==> src/hdl/out_cfg_pkg.sv <==
// constants for the converter output configuration register bank
// ****************************************************************
// How it works
// - format field picks offset, twos, gray
// - output type bit picks CMOS or LVDS
// - drive bit reduces LVDS current level
// - output clock delay is 2500ps*code/31
// - phase field delays divider input cycles
// - reference field sets full-scale input range
// - no sync action without master enable
// - master plus divider enable passes pulses
// - next-only aligns once, clears divider enable
// ****************************************************************
package out_cfg_pkg;
    // register addresses
    localparam logic [12:0] ADDR_OUT_FMT   = 13'h0014;
    localparam logic [12:0] ADDR_PHASE     = 13'h0016;
    localparam logic [12:0] ADDR_OCLK_DLY  = 13'h0017;
    localparam logic [12:0] ADDR_REF_RANGE = 13'h0018;
    localparam logic [12:0] ADDR_SIG_LOW   = 13'h0024;
    localparam logic [12:0] ADDR_SIG_HIGH  = 13'h0025;
    localparam logic [12:0] ADDR_DITHER    = 13'h0030;
    localparam logic [12:0] ADDR_SYNC      = 13'h0100;
    // reset values
    localparam logic [7:0] RST_OUT_FMT   = 8'h00;
    localparam logic [7:0] RST_PHASE     = 8'h00;
    localparam logic [7:0] RST_OCLK_DLY  = 8'h00;
    localparam logic [7:0] RST_REF_RANGE = 8'hC0;
    localparam logic [7:0] RST_DITHER    = 8'h00;
    localparam logic [7:0] RST_SYNC      = 8'h00;
    // implemented bits; open bits read as zero
    localparam logic [7:0] MASK_OUT_FMT   = 8'hD7;
    localparam logic [7:0] MASK_PHASE     = 8'h87;
    localparam logic [7:0] MASK_OCLK_DLY  = 8'h1F;
    localparam logic [7:0] MASK_REF_RANGE = 8'hC0;
    localparam logic [7:0] MASK_DITHER    = 8'h10;
    localparam logic [7:0] MASK_SYNC      = 8'h07;
    // field positions
    localparam int FMT_LSB       = 0;
    localparam int INVERT_BIT    = 2;
    localparam int OE_BAR_BIT    = 4;
    localparam int TYPE_BIT      = 6;
    localparam int DRIVE_BIT     = 7;
    localparam int PHASE_LSB     = 0;
    localparam int OCLK_INV_BIT  = 7;
    localparam int DLY_LSB       = 0;
    localparam int REF_LSB       = 6;
    localparam int DITHER_BIT    = 4;
    localparam int MASTER_BIT    = 0;
    localparam int DIV_SYNC_BIT  = 1;
    localparam int NEXT_ONLY_BIT = 2;
    // output format codes
    typedef enum logic [1:0] {
        FMT_OFFSET_BIN = 2'b00,
        FMT_TWOS       = 2'b01,
        FMT_GRAY       = 2'b10,
        FMT_OFFSET_ALT = 2'b11
    } out_format_t;
    // delay scale: full-scale delay and code span
    localparam int OCLK_FULL_PS = 2500;
    localparam int OCLK_SPAN    = 31;
endpackage

==> src/hdl/adc_output_config_regs.sv <==
// output stage configuration registers of the converter
`timescale 1ns/100ps
`default_nettype none
module adc_output_config_regs
    import out_cfg_pkg::*;
#(
    parameter int SAMPLE_W = 16   // converter sample width
) (
    // clock and reset
    input  wire logic                clk,
    input  wire logic                rst,
    // register access from serial port core
    input  wire logic                reg_wr,
    input  wire logic                reg_rd,
    input  wire logic [12:0]         reg_addr,
    input  wire logic [7:0]          reg_wdata,
    output var  logic [7:0]          reg_rdata,
    // sample path
    input  wire logic [SAMPLE_W-1:0] sample_in,
    output var  logic [SAMPLE_W-1:0] sample_out,
    // output driver controls
    output var  logic                output_is_lvds,
    output var  logic                lvds_reduced_drive,
    output var  logic                outputs_disabled,
    // data output clock
    input  wire logic                data_output_clock_src,
    output var  logic                data_output_clock,
    output var  logic [4:0]          oclk_delay_code,
    output var  logic [11:0]         oclk_delay_ps,
    // clock divider input path
    input  wire logic                divider_tick_in,
    output logic                     divider_tick_out,
    // analog settings
    output var  logic [1:0]          ref_range_code,
    output var  logic                dither_enable,
    // self-test signature from built_in_self_test engine
    input  wire logic [15:0]         built_in_self_test_sig,
    // sync
    input  wire logic                sync_pin,
    output var  logic                sync_power_enable,
    output var  logic                divider_sync_pulse
);

    // refuse widths the format logic cannot serve
    if (SAMPLE_W < 2) begin : g_bad_width
        $error("SAMPLE_W must be at least 2");
    end

    // ************************************************************
    // register storage
    // ************************************************************
    logic [7:0] out_fmt_reg;    // output mode
    logic [7:0] phase_reg;      // clock phase select
    logic [7:0] oclk_dly_reg;   // output clock delay
    logic [7:0] ref_reg;        // reference range
    logic [7:0] dither_reg;     // dither control
    logic [7:0] sync_reg;       // divider sync control
    logic [7:0] sync_next;      // sync control next value

    // address decode
    wire wr_fmt    = reg_wr && (reg_addr == ADDR_OUT_FMT);
    wire wr_phase  = reg_wr && (reg_addr == ADDR_PHASE);
    wire wr_dly    = reg_wr && (reg_addr == ADDR_OCLK_DLY);
    wire wr_ref    = reg_wr && (reg_addr == ADDR_REF_RANGE);
    wire wr_dither = reg_wr && (reg_addr == ADDR_DITHER);
    wire wr_sync   = reg_wr && (reg_addr == ADDR_SYNC);

    // writable registers, open bits kept zero
    always_ff @(posedge clk) begin
        if (rst) begin
            out_fmt_reg  <= RST_OUT_FMT;
            phase_reg    <= RST_PHASE;
            oclk_dly_reg <= RST_OCLK_DLY;
            ref_reg      <= RST_REF_RANGE;
            dither_reg   <= RST_DITHER;
            sync_reg     <= RST_SYNC;
        end else begin
            if (wr_fmt)    out_fmt_reg  <= reg_wdata & MASK_OUT_FMT;
            if (wr_phase)  phase_reg    <= reg_wdata & MASK_PHASE;
            if (wr_dly)    oclk_dly_reg <= reg_wdata & MASK_OCLK_DLY;
            if (wr_ref)    ref_reg      <= reg_wdata & MASK_REF_RANGE;
            if (wr_dither) dither_reg   <= reg_wdata & MASK_DITHER;
            sync_reg <= sync_next;
        end
    end

    // read mux, unmapped addresses read zero
    logic [7:0] rd_mux;
    always_comb begin
        case (reg_addr)
            ADDR_OUT_FMT:   rd_mux = out_fmt_reg;
            ADDR_PHASE:     rd_mux = phase_reg;
            ADDR_OCLK_DLY:  rd_mux = oclk_dly_reg;
            ADDR_REF_RANGE: rd_mux = ref_reg;
            ADDR_SIG_LOW:   rd_mux = built_in_self_test_sig[7:0];
            ADDR_SIG_HIGH:  rd_mux = built_in_self_test_sig[15:8];
            ADDR_DITHER:    rd_mux = dither_reg;
            ADDR_SYNC:      rd_mux = sync_reg;
            default:        rd_mux = 8'h00;
        endcase
    end

    // read data captured on read strobe
    always_ff @(posedge clk) begin
        if (rst) reg_rdata <= 8'h00;
        else if (reg_rd) reg_rdata <= rd_mux;
    end

    // ************************************************************
    // sample formatting
    // ************************************************************
    out_format_t fmt;
    assign fmt = out_format_t'(out_fmt_reg[FMT_LSB +: 2]);
    wire [SAMPLE_W-1:0] twos_val = {~sample_in[SAMPLE_W-1], sample_in[SAMPLE_W-2:0]};
    wire [SAMPLE_W-1:0] gray_val = sample_in ^ (sample_in >> 1);
    logic [SAMPLE_W-1:0] fmt_val;
    always_comb begin
        case (fmt)
            FMT_TWOS: fmt_val = twos_val;
            FMT_GRAY: fmt_val = gray_val;
            default:  fmt_val = sample_in;
        endcase
    end
    // output invert flips every data bit
    wire [SAMPLE_W-1:0] inv_mask = {SAMPLE_W{out_fmt_reg[INVERT_BIT]}};

    // registered sample output
    always_ff @(posedge clk) begin
        if (rst) sample_out <= '0;
        else     sample_out <= fmt_val ^ inv_mask;
    end

    // ************************************************************
    // driver, clock and analog controls
    // ************************************************************
    localparam int DLY_PROD_W = 17;  // wide enough for 2500*31
    wire [DLY_PROD_W-1:0] dly_prod = DLY_PROD_W'(OCLK_FULL_PS) * DLY_PROD_W'(oclk_dly_reg[DLY_LSB +: 5]);
    // half a step added so the delay rounds to the nearest picosecond
    wire [DLY_PROD_W-1:0] dly_round = dly_prod + DLY_PROD_W'(OCLK_SPAN / 2);
    wire [DLY_PROD_W-1:0] dly_div   = dly_round / DLY_PROD_W'(OCLK_SPAN);

    // registered control outputs
    always_ff @(posedge clk) begin
        if (rst) begin
            output_is_lvds     <= 1'b0;
            lvds_reduced_drive <= 1'b0;
            outputs_disabled   <= 1'b0;
            data_output_clock  <= 1'b0;
            oclk_delay_code    <= 5'h00;
            oclk_delay_ps      <= 12'h000;
            ref_range_code     <= RST_REF_RANGE[REF_LSB +: 2];
            dither_enable      <= 1'b0;
        end else begin
            output_is_lvds     <= out_fmt_reg[TYPE_BIT];
            lvds_reduced_drive <= out_fmt_reg[TYPE_BIT] & out_fmt_reg[DRIVE_BIT];
            outputs_disabled   <= out_fmt_reg[OE_BAR_BIT];
            data_output_clock  <= data_output_clock_src ^ phase_reg[OCLK_INV_BIT];
            oclk_delay_code    <= oclk_dly_reg[DLY_LSB +: 5];
            oclk_delay_ps      <= dly_div[11:0];
            ref_range_code     <= ref_reg[REF_LSB +: 2];
            dither_enable      <= dither_reg[DITHER_BIT];
        end
    end

    // ************************************************************
    // divider input delay line
    // ************************************************************
    logic [6:0] tick_shift_reg;  // tick history, one stage per cycle
    always_ff @(posedge clk) begin
        if (rst) tick_shift_reg <= 7'h00;
        else     tick_shift_reg <= {tick_shift_reg[5:0], divider_tick_in};
    end
    wire [2:0] phase_code = phase_reg[PHASE_LSB +: 3];
    // code zero passes straight through, otherwise tapped stage
    assign divider_tick_out = (phase_code == 3'h0) ? divider_tick_in
                            : tick_shift_reg[phase_code - 3'h1];

    // ************************************************************
    // sync input and divider alignment
    // ************************************************************
    logic [2:0] sync_sr_reg;   // pin synchroniser chain
    logic       sync_lvl_reg;  // filtered pin level
    always_ff @(posedge clk) begin
        if (rst) begin
            sync_sr_reg  <= 3'h0;
            sync_lvl_reg <= 1'b0;
        end else begin
            sync_sr_reg <= {sync_sr_reg[1:0], sync_pin};
            if (sync_sr_reg[1] == sync_sr_reg[2]) sync_lvl_reg <= sync_sr_reg[2];
        end
    end
    // rising edge of the filtered level
    wire sync_rise = (sync_sr_reg[1] == sync_sr_reg[2]) && sync_sr_reg[2] && !sync_lvl_reg;
    wire master_en = sync_reg[MASTER_BIT];
    wire sync_gate = master_en && sync_reg[DIV_SYNC_BIT];
    wire sync_hit  = sync_gate && sync_rise;
    wire one_shot  = sync_hit && sync_reg[NEXT_ONLY_BIT];

    // sync control next value; a software write wins over self clear
    always_comb begin
        sync_next = sync_reg;
        if (wr_sync) begin
            sync_next = reg_wdata & MASK_SYNC;
        end else if (one_shot) begin
            sync_next[DIV_SYNC_BIT] = 1'b0;
        end
    end

    // registered sync pulse and power enable
    always_ff @(posedge clk) begin
        if (rst) begin
            divider_sync_pulse <= 1'b0;
            sync_power_enable  <= 1'b0;
        end else begin
            divider_sync_pulse <= sync_hit;
            sync_power_enable  <= master_en;
        end
    end

endmodule // adc_output_config_regs
`default_nettype wire

==> config.mk <==
export PLATFORM = sky130hd
export DESIGN_NAME = adc_output_config_regs
export DESIGN_NICKNAME = d
export VERILOG_FILES = /design/src/hdl/out_cfg_pkg.sv /design/src/hdl/adc_output_config_regs.sv
export SDC_FILE = /design/constraint.sdc
export NUM_CORES = 1
export LEC_CHECK = 0
export ABC_AREA = 1
export BUFFER_PORTS_ARGS = -buffer_cell sky130_fd_sc_hd__buf_2
export CORE_MARGIN = 1
export CORE_UTILIZATION = 40
export DETAILED_ROUTE_END_ITERATION = 6
export HOLD_SLACK_MARGIN = 0.03
export PLACE_DENSITY = 0.59
export SYNTH_ARGS = -nofsm -noshare
export SYNTH_HDL_FRONTEND = slang
export SYNTH_SLANG_ARGS = --single-unit
==> constraint.sdc <==
create_clock -name clk -period 23.9 [get_ports clk]
set_clock_uncertainty 0.2 [all_clocks]
set_input_delay 4.78 -clock clk [delete_from_list [all_inputs] [get_ports clk]]
set_output_delay 4.78 -clock clk [all_outputs]
set_load 0.005 [all_outputs]
==> results of run 1 <==
[through the flow]
step	total power [mW]	cell area [sq um]	setup WS, ns
6_report	0.3075	9412	12.17
5_1_grt	0.3196	9412	11.06
4_1_cts	0.3115	9405	12.08
3_5_place_dp	0.1675	9104	12.14
3_3_place_gp	0.1672	9104	12.23
2_1_floorplan	0.1562	8349	13.93
[critical path: cells and delay by family, from the launching register on]
| family | cells | cell delay [ns] |
|---|---|---|
| and+or+nand+nor | 64 | 7.29 |
| adders and majority gates | 6 | 1.97 |
| AOI/OAI and AO/OA | 3 | 0.73 |
| buffers and inverters | 7 | 0.58 |
| DFF | 1 | 0.53 |
| xor gates and xnor gates | 1 | 0.23 |
[area by class of cell]
cell class / instances / area [sq um] / share of cell area (%)
inverters: 180 / 724.4 / 7.697
clock inverters: 6 / 72.57 / 0.7711
flip-flops and latches: 82 / 1642 / 17.44
clock buffers: 10 / 229.0 / 2.433
multi-input cells: 914 / 5853 / 62.19
repair buffers: 110 / 553.0 / 5.876
well taps: 270 / 337.8 / 3.589
[cell usage in the layout, fill, tap and decap left out, drive strengths merged]
master	n
xnor2	9
o21ai	71
nor2	128
o41ai	1
fa	4
o22ai	6
or2	3
a21oi	68
nor3	10
o21bai	1
nand3	143
a31o	1
a31oi	2
dfxtp	82
nor4	5
o2111ai	3
inv	176
clkinvlp	1
a21boi	1
ha	37
clkbuf	10
nand3b	5
a32o	4
clkinv	6
nand2	332
nand4	16
o211ai	6
o221ai	1
bufinv	3
and2	3
a22oi	16
a211oi	2
buf	110
xor2	36
[cell usage after synthesis, types with 16 or more instances]
cell type  number  area, sq um
a21oi_1        65        325.3
a22oi_1        16        120.1
dfxtp_1        82         1642
ha_1           37        462.9
inv_1         151        566.8
inv_2          18        67.56
nand2_1       195        732.0
nand2_2        90        563.0
nand2_4        43        484.2
nand3_1       111        555.5
nand3_2        25        250.2
nand4_1        16        100.1
nor2_1         92        345.3
nor2_4         19        214.0
o21ai_0        58        290.3
xor2_1         35        306.5
[logic make-up (layout without fill, tap and decap cells)]
group,after synthesis,in the layout
flops,82,82
fa+ha+maj,41,41
buf+inv,201,306
xor+xnor,45,45
compound gates,183,183
simple gates,645,645
[worst paths after layout]
path / startpoint / end / slack (ns) / cells past startpoint
hold reg to reg: sync_sr_reg[0]$_SDFF_PP0_ / sync_sr_reg[1]$_SDFF_PP0_ / 0.22 / 2
hold / removal: sync_sr_reg[0]$_SDFF_PP0_ / sync_sr_reg[1]$_SDFF_PP0_ / 0.22 / 2
setup reg to reg: oclk_dly_reg[3]$_SDFFE_PP0P_ / oclk_delay_ps[0]$_SDFF_PP0_ / 12.17 / 81
setup / recovery: oclk_dly_reg[3]$_SDFFE_PP0P_ / oclk_delay_ps[0]$_SDFF_PP0_ / 12.17 / 81
[power by group through the flow]
stage	Clock [mW]	Combinational, mW	Sequential, mW
detailed placement	0	0.0247	0.143
floorplan	0	0.0131	0.143
global placement	0	0.0244	0.143
CTS	0.147	0.0247	0.140
finish	0.143	0.0246	0.140
global route	0.152	0.0275	0.140
[metal layers]
layer	wire length (um)	GRT usage (%)	part of all wire (%)
met5	0	0	0
met4	184	3.802	0.95
met3	825	3.406	4.3
met2	8830	30.98	46
met1	9458	24.27	49
==> impl_metrics.env, run 1 <==
export IMPL_status="finished clean"
export IMPL_fin_nets=1398
export IMPL_dieWidth_um=146.5
export IMPL_place_congestion=0.8929
export IMPL_grt_max_degree=44
export IMPL_synth_edf_count=0
export IMPL_yosysWarnings=0
export IMPL_power_density_mw_per_mm2=32.67
export IMPL_io_buffers=109
export IMPL_min_path_type="flip-flop to flip-flop"
export IMPL_switching_share_pct=24.72
export IMPL_clk_pin_slew_ns=0.07
export IMPL_max_stage_delay_ns=0.53
export IMPL_synthSimpleGateAreaFrac_pct=45.27
export IMPL_synthFlopType="dfxtp_1"
export IMPL_grt_pass1_wl_um=32920
export IMPL_fmax_mhz=85.22
export IMPL_vias=7656
export IMPL_cts_resized=0
export IMPL_leakage_nw=4.671
export IMPL_worstSkewPairLatency_ns=0.34
export IMPL_worstPathArrival_ns=11.77
export IMPL_ys_seq_area_share_pct=19.66
export IMPL_finalHoldViolCount=0
export IMPL_power_share_clock_pct=46.6
export IMPL_rows=52
export IMPL_ioPinCount=111
export IMPL_root_buffer="clkbuf_16"
export IMPL_rsz0062_at_grt="no"
export IMPL_antenna_found_initial=0
export IMPL_synth_seq_cells=82
export IMPL_synth_compound_area_share_pct=13.22
export IMPL_dpl_hpwl_um=15370
export IMPL_end_kind="flip-flop"
export IMPL_synth_top_family_by_area="simple AND/OR/NAND/NOR gates"
export IMPL_slowest_stage="dfxtp_1"
export IMPL_top_register="sample_out"
export IMPL_slew_headroom_pct=27.87
export IMPL_worstPathRequired_ns=23.94
export IMPL_largest_reg_flops=16
export IMPL_drt_total_wl_um=19300
export IMPL_async_flop_share_pct=0
export IMPL_drive_gt1_share_pct=29.19
export IMPL_p_int_mw=0.2315
export IMPL_syn_to_final_growth_pct=12.72
export IMPL_cts_htree_levels=3
export IMPL_power_net_switching_mw=0.07599
export IMPL_crit_type="flip-flop to flip-flop"
export IMPL_synth_xor_area_share_pct=5.035
export IMPL_comb_power_share_pct=8.0
export IMPL_tritoncts="done"
export IMPL_startpoint_type="flip-flop"
export IMPL_cts_made_buffers=9
export IMPL_syn_inst=1197
export IMPL_grt_pass1_vias=7088
export IMPL_setup_violations=0
export IMPL_p_seq_share_pct=45.4
export IMPL_final_cells=1572
export IMPL_place_inst=1556
export IMPL_drc=0
export IMPL_period_needed_ns=11.73
export IMPL_avgSynthCellArea_sq_um=6.975
export IMPL_vias_per_cell=4.870
export IMPL_synthMuxAreaShare_pct=0
export IMPL_track_usage_pct=18.36
export IMPL_core_area_sq_mm=0.02036
export IMPL_post_drt_wl_per_cell_um=12.28
export IMPL_finalSetupTns_ns=0
export IMPL_grt_overflow=0
export IMPL_fp_dieH_um=146.5
export IMPL_cpMostUsedCell="nand2_4"
export IMPL_start_util_pct=41.00
export IMPL_peakVddDrop_v=0.00003556
export IMPL_clockBufferDepth=2
export IMPL_syn_area_sq_mm=0.008349
export IMPL_drtAntennaViolNets=0
export IMPL_worstMarginPinSlew_ns=1.081
export IMPL_ys_types=62
export IMPL_fill_cells=2127
export IMPL_period_share_pct=49.10
export IMPL_whs_ns=0.2230
export IMPL_diodes=0
export IMPL_die_area_sq_mm=0.02145
export IMPL_final_core_utilization_pct=46.22
export IMPL_cts_setup_buffers=0
export IMPL_drtIter0Drc=399
export IMPL_postCtsHoldBufs=0
export IMPL_finalMaxSlewViolations=0
export IMPL_clkSinkCount=82
export IMPL_syn_nets=1298
export IMPL_first_pass_iters=5
export IMPL_synthAdderAreaFrac_pct=6.504
export IMPL_max_cap_violations=0
export IMPL_crit_fanout=12
export IMPL_largest_registers="sample_out x16, oclk_delay_ps x12, reg_rdata x8"
No activity file was read; power rests on OpenSTA's default activity.
==> run 2, diff against run 1 <==
==> constraint.sdc (replaced) <==
create_clock -name clk -period 12.2 [get_ports clk]
set_clock_uncertainty 0.2 [all_clocks]
set_input_delay 2.44 -clock clk [delete_from_list [all_inputs] [get_ports clk]]
set_output_delay 2.44 -clock clk [all_outputs]
set_load 0.005 [all_outputs]
==> run 2 against run 1 <==
- maximum frequency increased by 5.5%
- final area increased by 1.4%
- sequential power increased by 95%
- clock-buffer cell count decreased by 1
- power increased by 100%
- worst hold slack improved by 0.0039 ns
- sequential cell count unchanged
- register-to-register slack got worse by 11 ns
- sequential share of layout area decreased by 0.15 points
- core utilization increased by 0.65 points
- via count decreased by 0.27%
- setup slack got worse by 11 ns
==> impl_metrics.env, run 2 (synthesis results as in run 1) <==
export IMPL_status="finished clean"
export IMPL_drtIter0Drc=333
export IMPL_drt_total_wl_um=19520
export IMPL_cts_made_buffers=9
export IMPL_place_congestion=0.8889
export IMPL_root_buffer="clkbuf_16"
export IMPL_grt_pass1_wl_um=33150
export IMPL_placed_area_sq_mm=0.009111
export IMPL_clk_pin_slew_ns=0.07
export IMPL_drtAntennaViolNets=0
export IMPL_start_util_pct=41.00
export IMPL_first_pass_iters=5
export IMPL_core_area_sq_mm=0.02036
export IMPL_drive_gt1_share_pct=30.08
export IMPL_power_density_mw_per_mm2=64.54
export IMPL_grt_max_degree=44
export IMPL_gr_usage_met2_pct=30.81
export IMPL_ioPinCount=111
export IMPL_final_core_utilization_pct=46.86
export IMPL_gr_usage_met3_pct=4.094
export IMPL_cpMostUsedCell="nand2_1"
export IMPL_max_stage_delay_ns=0.49
export IMPL_slowest_stage="fa_1"
export IMPL_whs_ns=0.2269
export IMPL_end_kind="flip-flop"
export IMPL_crit_fanout=12
export IMPL_worstPathRequired_ns=12.24
export IMPL_finalMaxSlewViolations=0
export IMPL_fmax_mhz=89.88
export IMPL_grt_overflow=0
export IMPL_min_path_cells=2
export IMPL_syn_to_final_growth_pct=14.30
export IMPL_vias=7635
export IMPL_rows=52
export IMPL_startpoint_type="flip-flop"
export IMPL_tritoncts="done"
export IMPL_max_cap_violations=0
export IMPL_period_needed_ns=11.13
export IMPL_min_path_type="flip-flop to flip-flop"
export IMPL_hold_start="tick_shift_reg[1]$_SDFF_PP0_"
export IMPL_fin_nets=1409
export IMPL_antenna_found_initial=0
export IMPL_post_drt_wl_per_cell_um=12.33
export IMPL_finalSetupTns_ns=0
export IMPL_fill_cells=2110
export IMPL_cts_htree_levels=3
export IMPL_worstSkewPairLatency_ns=0.35
export IMPL_crit_type="flip-flop to flip-flop"
export IMPL_finalHoldViolCount=0
export IMPL_fin_area_sq_mm=0.009543
export IMPL_slew_headroom_pct=26.90
export IMPL_peakVddDrop_v=0.00005996
export IMPL_fin_total_pwr_mw=0.6159
export IMPL_io_buffers=109
export IMPL_top_register="sample_out"
export IMPL_clockBufferDepth=2
export IMPL_setup_violations=0
export IMPL_grt_pass1_vias=7122
export IMPL_vias_per_cell=4.823
export IMPL_final_cell_mix="195 x nand2_1, 150 x inv_1, 111 x nand3_1"
export IMPL_clkSinkCount=82
export IMPL_drc=0
export IMPL_final_common_cell="nand2_1"
export IMPL_die_area_sq_mm=0.02145
export IMPL_r2r_start="oclk_dly_reg[3]$_SDFFE_PP0P_"
export IMPL_diodes=0
export IMPL_leakage_nw=4.737
export IMPL_worstPathArrival_ns=11.17
export IMPL_postCtsHoldBufs=0
export IMPL_startpoint="oclk_dly_reg[3]$_SDFFE_PP0P_"
export IMPL_dpl_hpwl_um=15370
export IMPL_reg2reg_depth=80
export IMPL_gr_usage_met1_pct=24.33
export IMPL_worstMarginPinSlew_ns=1.095
export IMPL_largest_registers="sample_out x16, oclk_delay_ps x12, reg_rdata x8"
export IMPL_fp_dieH_um=146.5
export IMPL_largest_reg_flops=16
export IMPL_busiest_layer="met2"
export IMPL_track_usage_pct=18.55
export IMPL_period_share_pct=91.19
export IMPL_dieWidth_um=146.5
==> run 2: through the flow <==
stage / std cells / setup WS (ns)
2_1_floorplan: 1197 / 2.294
3_3_place_gp: 1557 / 0.5720
3_5_place_dp: 1557 / 0.4392
4_1_cts: 1573 / 0.4025
5_1_grt: 1583 / -0.007456
6_report: 1583 / 1.075
==> run 2: repair_timing <==
action,4_1_cts,5_1_grt
endpoints found under the setup margin,0,1
gates resized for setup,0,10
hold endpoints to repair,0,0
buffers inserted,0,9
==> run 2: path summary, 6_finish.rpt <==
| check | endpoint | slack [ns] |
|---|---|---|
| worst max-delay path | oclk_delay_ps[0]$_SDFF_PP0_ | 1.07 |
| worst min-delay path | tick_shift_reg[2]$_SDFF_PP0_ | 0.23 |
| worst max register to register | oclk_delay_ps[0]$_SDFF_PP0_ | 1.07 |
| worst min register to register | tick_shift_reg[2]$_SDFF_PP0_ | 0.23 |
==> run 2: worst max-delay path, delay by kind of cell (launching register included) <==
kind / cells / cell delay, ns
adders and majority gates: 6 / 1.89
xor gates and xnor gates: 1 / 0.19
DFF: 1 / 0.42
and+or+nand+nor: 62 / 7.04
buffers and inverters: 8 / 0.51
AOI/OAI and AO/OA: 3 / 0.70
==> run 2: power breakdown <==
part	internal, mW	leakage, nW	switching (mW)
Clock	0.165	0.155	0.130
Combinational	0.0202	3.91	0.0280
Sequential	0.272	0.669	0.00116
Total	0.457	4.74	0.159
==> run 2: area by class of cell <==
cell class,instances,area (sq um),area share (%)
well taps,270,337.8,3.540
flip-flops and latches,82,1650,17.29
repair buffers,121,633.1,6.634
multi-input cells,914,5881,61.62
inverters,180,728.2,7.631
clock buffers,9,225.2,2.360
clock inverters,7,87.58,0.9178
==> run 2: layer usage <==
layer | routed length [um] | share of wire, %
met4 | 233 | 1.2
met5 | 0 | 0
met2 | 8915 | 46
met3 | 869 | 4.5
met1 | 9500 | 49
